$ cat src/verilog/acs_consts.svh
// Constants of the automatic cycle run/stop controller
// Behaviour
// - Diagnostic flags 020..025 name the drop cause
// - Either emergency stop input low stops operation
// - External reset request ends automatic operation
// - Reset-and-rewind request resets and rewinds program
// - Panel reset key resets automatic operation
// - Servo alarm forces the reset state
// - Automatic-to-manual mode change enters feed hold
// - Feed-hold input low enters feed hold
// - Decode three mode bits into seven modes
// - Single block stops after each block
`ifndef ACS_CONSTS_SVH
`define ACS_CONSTS_SVH

// ****************************************
// Register byte offsets
// ****************************************
`define ACS_OFS_CMD 8'h00
`define ACS_OFS_STATUS 8'h04
`define ACS_OFS_DIAG 8'h08
`define ACS_OFS_IRQ_STAT 8'h0C
`define ACS_OFS_IRQ_MASK 8'h10

// ****************************************
// Field positions
// ****************************************
`define ACS_CMD_START 0
`define ACS_CMD_RESET_KEY 1
`define ACS_SIG_ESTOP 4
`define ACS_SIG_EXT_RESET 7
`define ACS_SIG_RESET_REWIND 6
`define ACS_SIG_FEED_HOLD 5
`define ACS_SIG_SINGLE_BLOCK 1
`define ACS_IRQ_DROP 0
`define ACS_IRQ_REWIND 1

// ****************************************
// Diagnostic entry numbers and widths
// ****************************************
`define ACS_DIAG_FIRST 20
`define ACS_DIAG_LAST 25
`define ACS_DIAG_W 6
`define ACS_IRQ_W 2

// ****************************************
// Reset values
// ****************************************
`define ACS_RST_DIAG 6'h00
`define ACS_RST_IRQ 2'h0

// Answer codes of the register bus
`define ACS_RESP_OKAY 2'h0
`define ACS_RESP_SLVERR 2'h2

`endif

$ cat src/verilog/acs_pkg.sv
// Types of the automatic cycle run/stop controller
package acs_pkg;

  // Run state of automatic operation
  typedef enum logic [1:0] {
    ACS_RESET,
    ACS_RUN,
    ACS_HOLD,
    ACS_BLOCK_STOP
  } acs_state_t;

  // Decoded operating mode
  typedef enum logic [2:0] {
    ACS_MODE_MDI,
    ACS_MODE_AUTO,
    ACS_MODE_EDIT,
    ACS_MODE_JOG,
    ACS_MODE_HANDLE,
    ACS_MODE_TEACH_JOG,
    ACS_MODE_TEACH_HANDLE
  } acs_mode_t;

endpackage

$ cat src/verilog/acs_top.sv
// Automatic cycle run/stop control with AXI4-Lite register slave
//
// The placing of the registers and the AXI4-Lite slave port were left to the implementer.
`timescale 1ns/1ps
`include "acs_consts.svh"

module acs_top #(
  parameter int ADDR_W = 8
) (
  input wire logic aclk,
  input wire logic aresetn,
  // AXI4-Lite slave
  input wire logic [ADDR_W-1:0] s_axi_awaddr,
  input wire logic s_axi_awvalid,
  output logic s_axi_awready,
  input wire logic [31:0] s_axi_wdata,
  input wire logic [3:0] s_axi_wstrb,
  input wire logic s_axi_wvalid,
  output logic s_axi_wready,
  output logic [1:0] s_axi_bresp,
  output logic s_axi_bvalid,
  input wire logic s_axi_bready,
  input wire logic [ADDR_W-1:0] s_axi_araddr,
  input wire logic s_axi_arvalid,
  output logic s_axi_arready,
  output logic [31:0] s_axi_rdata,
  output logic [1:0] s_axi_rresp,
  output logic s_axi_rvalid,
  input wire logic s_axi_rready,
  // Machine and controller signal bytes
  input wire logic [7:0] machine_in_byte,
  input wire logic [7:0] ctrl_signal_byte,
  input wire logic mode_sel_high,
  input wire logic mode_sel_mid,
  input wire logic mode_sel_low,
  input wire logic servo_alarm,
  input wire logic block_done,
  // Indicators
  output logic cycle_running_lamp,
  output logic feed_hold_lamp,
  output logic program_rewind,
  output logic irq
);

  // ****************************************
  // Parameter check
  // ****************************************
  // Decode reads the low eight address bits, so narrower buses cannot work
  if (ADDR_W < 8 || ADDR_W > 32) begin : g_bad_addr_w
    $error("ADDR_W must lie between 8 and 32");
  end

  // ****************************************
  // State
  // ****************************************
  acs_pkg::acs_state_t state;
  acs_pkg::acs_state_t next_state;
  acs_pkg::acs_mode_t mode;
  logic prev_auto;
  logic [`ACS_DIAG_W-1:0] diag;
  logic [`ACS_IRQ_W-1:0] irq_stat;
  logic [`ACS_IRQ_W-1:0] irq_mask;
  logic aw_held;
  logic w_held;
  logic [ADDR_W-1:0] aw_addr;
  logic [31:0] w_data;
  logic [3:0] w_strb;

  // ****************************************
  // Mode decoding
  // ****************************************
  wire logic [2:0] mode_bits = {mode_sel_high, mode_sel_mid, mode_sel_low};

  // Three mode bits to operating mode
  always_comb
  begin
    unique case (mode_bits)
      3'h3: mode = acs_pkg::ACS_MODE_EDIT;
      3'h1: mode = acs_pkg::ACS_MODE_AUTO;
      3'h0: mode = acs_pkg::ACS_MODE_MDI;
      3'h4: mode = acs_pkg::ACS_MODE_JOG;
      3'h5: mode = acs_pkg::ACS_MODE_HANDLE;
      3'h7: mode = acs_pkg::ACS_MODE_TEACH_HANDLE;
      3'h6: mode = acs_pkg::ACS_MODE_TEACH_JOG;
      default: mode = acs_pkg::ACS_MODE_JOG;
    endcase
  end

  // Automatic group is edit, memory and manual data input
  wire logic mode_auto = (mode_bits == 3'h3) || (mode_bits == 3'h1) || (mode_bits == 3'h0);
  wire logic mode_runs = (mode_bits == 3'h1) || (mode_bits == 3'h0);

  // ****************************************
  // Register bus decode
  // ****************************************
  wire logic wr_fire = aw_held && w_held && !s_axi_bvalid;
  wire logic wr_lane0 = w_strb[0];
  wire logic wr_cmd = wr_fire && wr_lane0 && (aw_addr[7:0] == `ACS_OFS_CMD);
  wire logic wr_irq_stat = wr_fire && wr_lane0 && (aw_addr[7:0] == `ACS_OFS_IRQ_STAT);
  wire logic wr_irq_mask = wr_fire && wr_lane0 && (aw_addr[7:0] == `ACS_OFS_IRQ_MASK);
  wire logic wr_mapped = (aw_addr[7:0] == `ACS_OFS_CMD) || (aw_addr[7:0] == `ACS_OFS_IRQ_STAT)
    || (aw_addr[7:0] == `ACS_OFS_IRQ_MASK);
  wire logic hi_addr_zero_w = (aw_addr >> 8) == '0;
  wire logic hi_addr_zero_r = (s_axi_araddr >> 8) == '0;
  wire logic [7:0] rd_ofs = s_axi_araddr[7:0];
  wire logic rd_fire = s_axi_arvalid && s_axi_arready;
  wire logic rd_mapped = hi_addr_zero_r && ((rd_ofs == `ACS_OFS_CMD) || (rd_ofs == `ACS_OFS_STATUS)
    || (rd_ofs == `ACS_OFS_DIAG) || (rd_ofs == `ACS_OFS_IRQ_STAT)
    || (rd_ofs == `ACS_OFS_IRQ_MASK));
  wire logic [31:0] status_word = {24'h000000, 1'b0, mode, feed_hold_lamp,
    cycle_running_lamp, state};

  // Read data selection
  wire logic [31:0] rd_word =
    !hi_addr_zero_r ? 32'h00000000 :
    (rd_ofs == `ACS_OFS_STATUS) ? status_word :
    (rd_ofs == `ACS_OFS_DIAG) ? {26'h0000000, diag} :
    (rd_ofs == `ACS_OFS_IRQ_STAT) ? {30'h00000000, irq_stat} :
    (rd_ofs == `ACS_OFS_IRQ_MASK) ? {30'h00000000, irq_mask} : 32'h00000000;

  // ****************************************
  // Stop causes
  // ****************************************
  wire logic start_req = wr_cmd && w_data[`ACS_CMD_START];
  wire logic key_reset = wr_cmd && w_data[`ACS_CMD_RESET_KEY];
  wire logic estop = !machine_in_byte[`ACS_SIG_ESTOP] || !ctrl_signal_byte[`ACS_SIG_ESTOP];
  wire logic ext_reset = ctrl_signal_byte[`ACS_SIG_EXT_RESET];
  wire logic rewind_req = ctrl_signal_byte[`ACS_SIG_RESET_REWIND];
  wire logic mode_drop = prev_auto && !mode_auto;
  wire logic hold_in = !ctrl_signal_byte[`ACS_SIG_FEED_HOLD];
  wire logic any_reset = estop || ext_reset || rewind_req || key_reset || servo_alarm;
  wire logic any_hold = mode_drop || hold_in;
  wire logic sb_stop = ctrl_signal_byte[`ACS_SIG_SINGLE_BLOCK] && block_done;
  wire logic running = (state == acs_pkg::ACS_RUN);
  wire logic dropping = running && (next_state != acs_pkg::ACS_RUN);
  wire logic start_ok = start_req && mode_runs && !any_reset && !any_hold;
  // One cause per diagnostic entry, reset key sharing 021 with external reset, mode change sharing 024 with feed hold, 020 in bit 0 up to 025 in bit 5
  wire logic [`ACS_DIAG_W-1:0] cause_vec = {sb_stop && !any_reset && !any_hold,
    any_hold && !any_reset, servo_alarm, rewind_req, ext_reset || key_reset, estop};

  // ****************************************
  // Run state machine
  // ****************************************
  always_comb
  begin
    next_state = state;
    if (any_reset)
    begin
      next_state = acs_pkg::ACS_RESET;
    end
    else
    begin
      unique case (state)
        acs_pkg::ACS_RESET:
        begin
          if (start_ok)
          begin
            next_state = acs_pkg::ACS_RUN;
          end
        end
        acs_pkg::ACS_RUN:
        begin
          if (any_hold)
          begin
            next_state = acs_pkg::ACS_HOLD;
          end
          else if (sb_stop)
          begin
            next_state = acs_pkg::ACS_BLOCK_STOP;
          end
        end
        acs_pkg::ACS_HOLD, acs_pkg::ACS_BLOCK_STOP:
        begin
          if (start_ok)
          begin
            next_state = acs_pkg::ACS_RUN;
          end
        end
      endcase
    end
  end

  // State, lamps and rewind strobe
  always_ff @(posedge aclk)
  begin
    if (!aresetn)
    begin
      state <= acs_pkg::ACS_RESET;
      prev_auto <= 1'b0;
      cycle_running_lamp <= 1'b0;
      feed_hold_lamp <= 1'b0;
      program_rewind <= 1'b0;
    end
    else
    begin
      state <= next_state;
      prev_auto <= mode_auto;
      cycle_running_lamp <= (next_state == acs_pkg::ACS_RUN);
      feed_hold_lamp <= (next_state == acs_pkg::ACS_HOLD);
      program_rewind <= rewind_req;
    end
  end

  // Drop cause latched at the drop, cleared at the next start
  always_ff @(posedge aclk)
  begin
    if (!aresetn)
    begin
      diag <= `ACS_RST_DIAG;
    end
    else if (dropping)
    begin
      diag <= cause_vec;
    end
    else if (start_ok)
    begin
      diag <= `ACS_RST_DIAG;
    end
  end

  // ****************************************
  // Interrupts
  // ****************************************
  wire logic [`ACS_IRQ_W-1:0] irq_set = {rewind_req, dropping};
  wire logic [`ACS_IRQ_W-1:0] irq_clr = wr_irq_stat ? w_data[`ACS_IRQ_W-1:0] : '0;

  // Sticky status, set wins over clear
  always_ff @(posedge aclk)
  begin
    if (!aresetn)
    begin
      irq_stat <= `ACS_RST_IRQ;
      irq_mask <= `ACS_RST_IRQ;
      irq <= 1'b0;
    end
    else
    begin
      irq_stat <= (irq_stat & ~irq_clr) | irq_set;
      irq_mask <= wr_irq_mask ? w_data[`ACS_IRQ_W-1:0] : irq_mask;
      irq <= |(((irq_stat & ~irq_clr) | irq_set) & (wr_irq_mask ? w_data[`ACS_IRQ_W-1:0]
        : irq_mask));
    end
  end

  // ****************************************
  // AXI4-Lite write and read channels
  // ****************************************
  wire logic next_aw_held = wr_fire ? 1'b0 : (aw_held || (s_axi_awvalid && s_axi_awready));
  wire logic next_w_held = wr_fire ? 1'b0 : (w_held || (s_axi_wvalid && s_axi_wready));
  wire logic next_bvalid = wr_fire || (s_axi_bvalid && !s_axi_bready);
  wire logic next_rvalid = rd_fire || (s_axi_rvalid && !s_axi_rready);

  // Address and data capture, response generation
  always_ff @(posedge aclk)
  begin
    if (!aresetn)
    begin
      aw_held <= 1'b0;
      w_held <= 1'b0;
      aw_addr <= '0;
      w_data <= 32'h00000000;
      w_strb <= 4'h0;
      s_axi_awready <= 1'b0;
      s_axi_wready <= 1'b0;
      s_axi_bvalid <= 1'b0;
      s_axi_bresp <= `ACS_RESP_OKAY;
    end
    else
    begin
      aw_held <= next_aw_held;
      w_held <= next_w_held;
      if (s_axi_awvalid && s_axi_awready)
      begin
        aw_addr <= s_axi_awaddr;
      end
      if (s_axi_wvalid && s_axi_wready)
      begin
        w_data <= s_axi_wdata;
        w_strb <= s_axi_wstrb;
      end
      s_axi_awready <= !next_aw_held && !next_bvalid && !(s_axi_awvalid && s_axi_awready);
      s_axi_wready <= !next_w_held && !next_bvalid && !(s_axi_wvalid && s_axi_wready);
      s_axi_bvalid <= next_bvalid;
      if (wr_fire)
      begin
        s_axi_bresp <= (wr_mapped && hi_addr_zero_w) ? `ACS_RESP_OKAY : `ACS_RESP_SLVERR;
      end
    end
  end

  // Read answer one cycle after the address is taken
  always_ff @(posedge aclk)
  begin
    if (!aresetn)
    begin
      s_axi_arready <= 1'b0;
      s_axi_rvalid <= 1'b0;
      s_axi_rdata <= 32'h00000000;
      s_axi_rresp <= `ACS_RESP_OKAY;
    end
    else
    begin
      s_axi_arready <= !next_rvalid && !rd_fire;
      s_axi_rvalid <= next_rvalid;
      if (rd_fire)
      begin
        s_axi_rdata <= rd_word;
        s_axi_rresp <= rd_mapped ? `ACS_RESP_OKAY : `ACS_RESP_SLVERR;
      end
    end
  end
endmodule // acs_top

$ cat config.mk
export PLATFORM = sky130hd
export DESIGN_NAME = acs_top
export DESIGN_NICKNAME = d
export VERILOG_FILES = /design/src/verilog/acs_pkg.sv /design/src/verilog/acs_top.sv
export VERILOG_INCLUDE_DIRS = /design/src /design/src/verilog
export SDC_FILE = /design/constraint.sdc
export NUM_CORES = 1
export LEC_CHECK = 0
export BUFFER_PORTS_ARGS = -buffer_cell sky130_fd_sc_hd__buf_2
export CORE_MARGIN = 3
export CORE_UTILIZATION = 25
export CTS_CLUSTER_SIZE = 20
export DETAILED_ROUTE_END_ITERATION = 10
export MAX_ROUTING_LAYER = met4
export PLACE_DENSITY = 0.59
export SYNTH_ARGS = -nofsm -noshare
export SYNTH_HDL_FRONTEND = slang
export SYNTH_SLANG_ARGS = --single-unit
export TNS_END_PERCENT = 5
$ cat constraint.sdc
create_clock -name aclk -period 3.2 [get_ports aclk]
set_input_delay 0.16 -clock aclk [delete_from_list [all_inputs] [get_ports aclk]]
set_output_delay 0.16 -clock aclk [all_outputs]
set_load 0.01 [all_outputs]
==> impl_results.md <==
- Status: complete, no violations
- Final Cycle Share: approximately 70%
- Slowest cell on the critical path: or4b_4
- Crit path max fanout: 8
- Pwr/cell area: approximately 460 nW/um^2
- Num CTS Buffers: 5
- Vias after detailed routing: about 1800
- Remaining antenna violation count: 0
- Nets: 373
- Root buffer cell: clkbuf_8
- I/O Pins: between 100 and 150
- Clock Path Buffers: 2
- Hold Fails Final Rpt: 0
- Period minus WS final: about 2.2 ns
- Die area: 9410 um^2
- # diodes: 0
- Final non-filler cell total: 396
- Worst slack at placement: 0.976 ns
- Cell Rows: 32
- Starting DRT DRC Count: 63
- Critical path required time: 3.39 ns
- Crit path DAT: ~2.4 ns
- Post-synthesis xor/xnor area fraction: 0.846%
- Clock Latency Late Sink: 0.29 ns
- Slew Viols, Final: 0
- Multiplexer share of the synthesized area: 0.967%
- DR vias/cell: 4.55
- Post-Synth Adder-Cell Area: 0%
- Area grow syn2layout: 18.6%
- First-pass GRT wire length: between 7 and 8 mm
- Crit. End Element: flop
- Buffers on Ports: 54
- Gr usage total: 10.6%
- Placed Instances: roughly 390
- Largest family of logic cells by synthesized area: simple AND/OR/NAND/NOR gates
- Largest net degree at the start of global routing: 25
- Layout cells sized above 1: 25.5%
- Hold crit path type: in2reg
- Post-route core utilization: a little under a third
- Ys Warns: 0
- Drt total wl: 4.98 mm
- Commonest cells after routing, fill and taps aside: buf_2 (54), dfxtp_1 (44), nand2_1 (33), conb_1 (27), nor2_1 (14)
- Maximum capacitance violations: 0
- H-tree depth: 2
- Vias in the first global route: 1728
- WS Path Type: reg2reg
- Final HPWL DP: between 3 and 4 mm
- Synth Flop Type: dfxtp_1
- Synth Area in Compound Gates: 17.8%
- Core ar.: between 7000 and 8000 um^2
- Initial Util: 26.3%
- Cell count after synthesis: roughly 240
- Syn avg cell area: 8.70 um^2
- CTS resizes: 0
- Post-Syn Area: 2070 um^2
- Die Height: 97.0 um
- Simple-gate area share of the yosys netlist: roughly a quarter
- Post-synthesis register bit count: 44
- RSZ-0062 raised after global routing: no
- CTS tree: yes
- Final setup violation count: 0
- Setup Skew: 0.00537 ns
- Commonest non-fill, non-tap cell in the layout: buf_2
- Highest clock rate: 0.445 GHz
- EDFF count, synth: 0
- DRC: 0
- CP Cell Sequence: or4b_4 -> or4_4 -> a41oi_4 -> nor3b_1 -> a22o_2
- Clock tree sinks: 44
- Setup bufs post-CTS: 0
- Total grt overflow: 0
- Avg WL per Cell: 12.6 um
- Setup ws final: 0.954 ns
- CP Launch Type: flop
- CP peak stage delay: ~0.55 ns
- Setup TNS: 0 ns
- Post-synth ARST share: 0%
- Worst-path clk slew: 0.08 ns
- Final Wtd Congestion: roughly 0.87
- VDD IR-drop max: 0.000170 V
- Leak: 1.04 nW
- TritonRoute pass-1 iters: 4
- Distinct cells, synth: 48
- DIE WIDTH: 97.0 um
- Worst-Margin Slew: between 0.5 and 0.6 ns
- Hold buffers post-CTS: 0
- Max transition margin: 61.4%
- Seq/Total Area, Yosys: 42.5%
- Antenna violations before repair: 0
==> synthesized netlist by cell type, types with 2 or more instances <==
cell type,count,area share (%)
and2_1,5,1.5
mux2i_1,2,0.97
nand2b_1,4,1.2
a221oi_1,4,1.7
a211oi_1,2,0.72
a21o_1,2,0.72
a2111oi_0,3,1.3
buf_4,27,9.8
a32oi_1,2,0.85
clkbuf_1,6,1.1
nand3_1,6,1.5
xnor2_1,2,0.85
a21oi_1,11,2.7
or3_1,2,0.60
a21boi_0,9,3.3
nor3_1,12,2.9
nor3b_1,2,0.72
or2_2,3,0.91
inv_1,5,0.91
nand3b_1,3,1.1
dfxtp_1,44,43
nor4_1,2,0.60
nand2_1,33,6.0
and3_1,5,1.5
o21ai_0,6,1.5
nor2_1,14,2.5
==> routing by layer <==
layer	vias to the layer above	track usage (%)	part of all wire (%)	routed length (um)
met5	-	-	0	0
met4	0	3.67	1.6	80
met3	7	2.81	6.7	333
met2	69	16.0	45	2220
met1	826	13.6	47	2340
li1	900	-	-	-
==> critical path, delay by kind of cell (launching register included) <==
kind | cells | cell delay [ns]
AND/OR/NAND/NOR | 3 | 1.25
AO/OA/AOI/OAI | 2 | 0.55
flip-flops | 1 | 0.35
==> area by class of cell <==
cell class,count,area (um^2)
Inverter,5,18.8
Fill cell,864,5430
Clock inverter,2,35.0
Tap cell,102,128
Multi-Input combinational cell,182,1040
Sequential cell,44,881
Clock buffer,6,72.6
Timing Repair Buffer,55,278
==> stage by stage <==
stage / hold slack [ns] / area, um^2 / total power, mW
global route: 0.112 / 2460 / 1.18
detailed placement: 0.404 / 2350 / 0.726
floorplan: 0.239 / 2170 / 0.694
global placement: 0.392 / 2350 / 0.723
finish: 0.104 / 2460 / 1.13
CTS: 0.0869 / 2460 / 1.14
==> flip-flops by register name, indices dropped and copies added (netlist names), 2 cells and up <==
name / flops
diag: 6
irq_stat: 2
s_axi_rdata: 7
w_data: 2
state: 2
irq_mask: 2
aw_addr: 8
==> path summary, 6_finish.rpt <==
path                           start                       to  slack (ns)  cells after the start
max          aw_addr[4]$_SDFFE_PN0P_     diag[2]$_SDFFE_PN0P_        0.95                      5
min                  s_axi_awaddr[4]  aw_addr[4]$_SDFFE_PN0P_        0.10                      3
max reg2reg  aw_addr[4]$_SDFFE_PN0P_     diag[2]$_SDFFE_PN0P_        0.95                      5
min reg2reg  aw_addr[5]$_SDFFE_PN0P_  aw_addr[5]$_SDFFE_PN0P_        0.46                      2
==> cell families after synthesis <==
logic type	Yosys count
other cells	1
flops	44
xor+xnor	2
mux	2
simple gates	102
compound gates	49
buf+inv	38
==> power breakdown <==
| part | total, mW | internal, mW | leakage, nW | switching (mW) |
|---|---|---|---|---|
| Sequential | 0.583 | 0.569 | 0.359 | 0.0141 |
| Clock | 0.417 | 0.232 | 0.0552 | 0.185 |
| Combinational | 0.130 | 0.0509 | 0.625 | 0.0788 |
(Power assumes the default switching activity.)
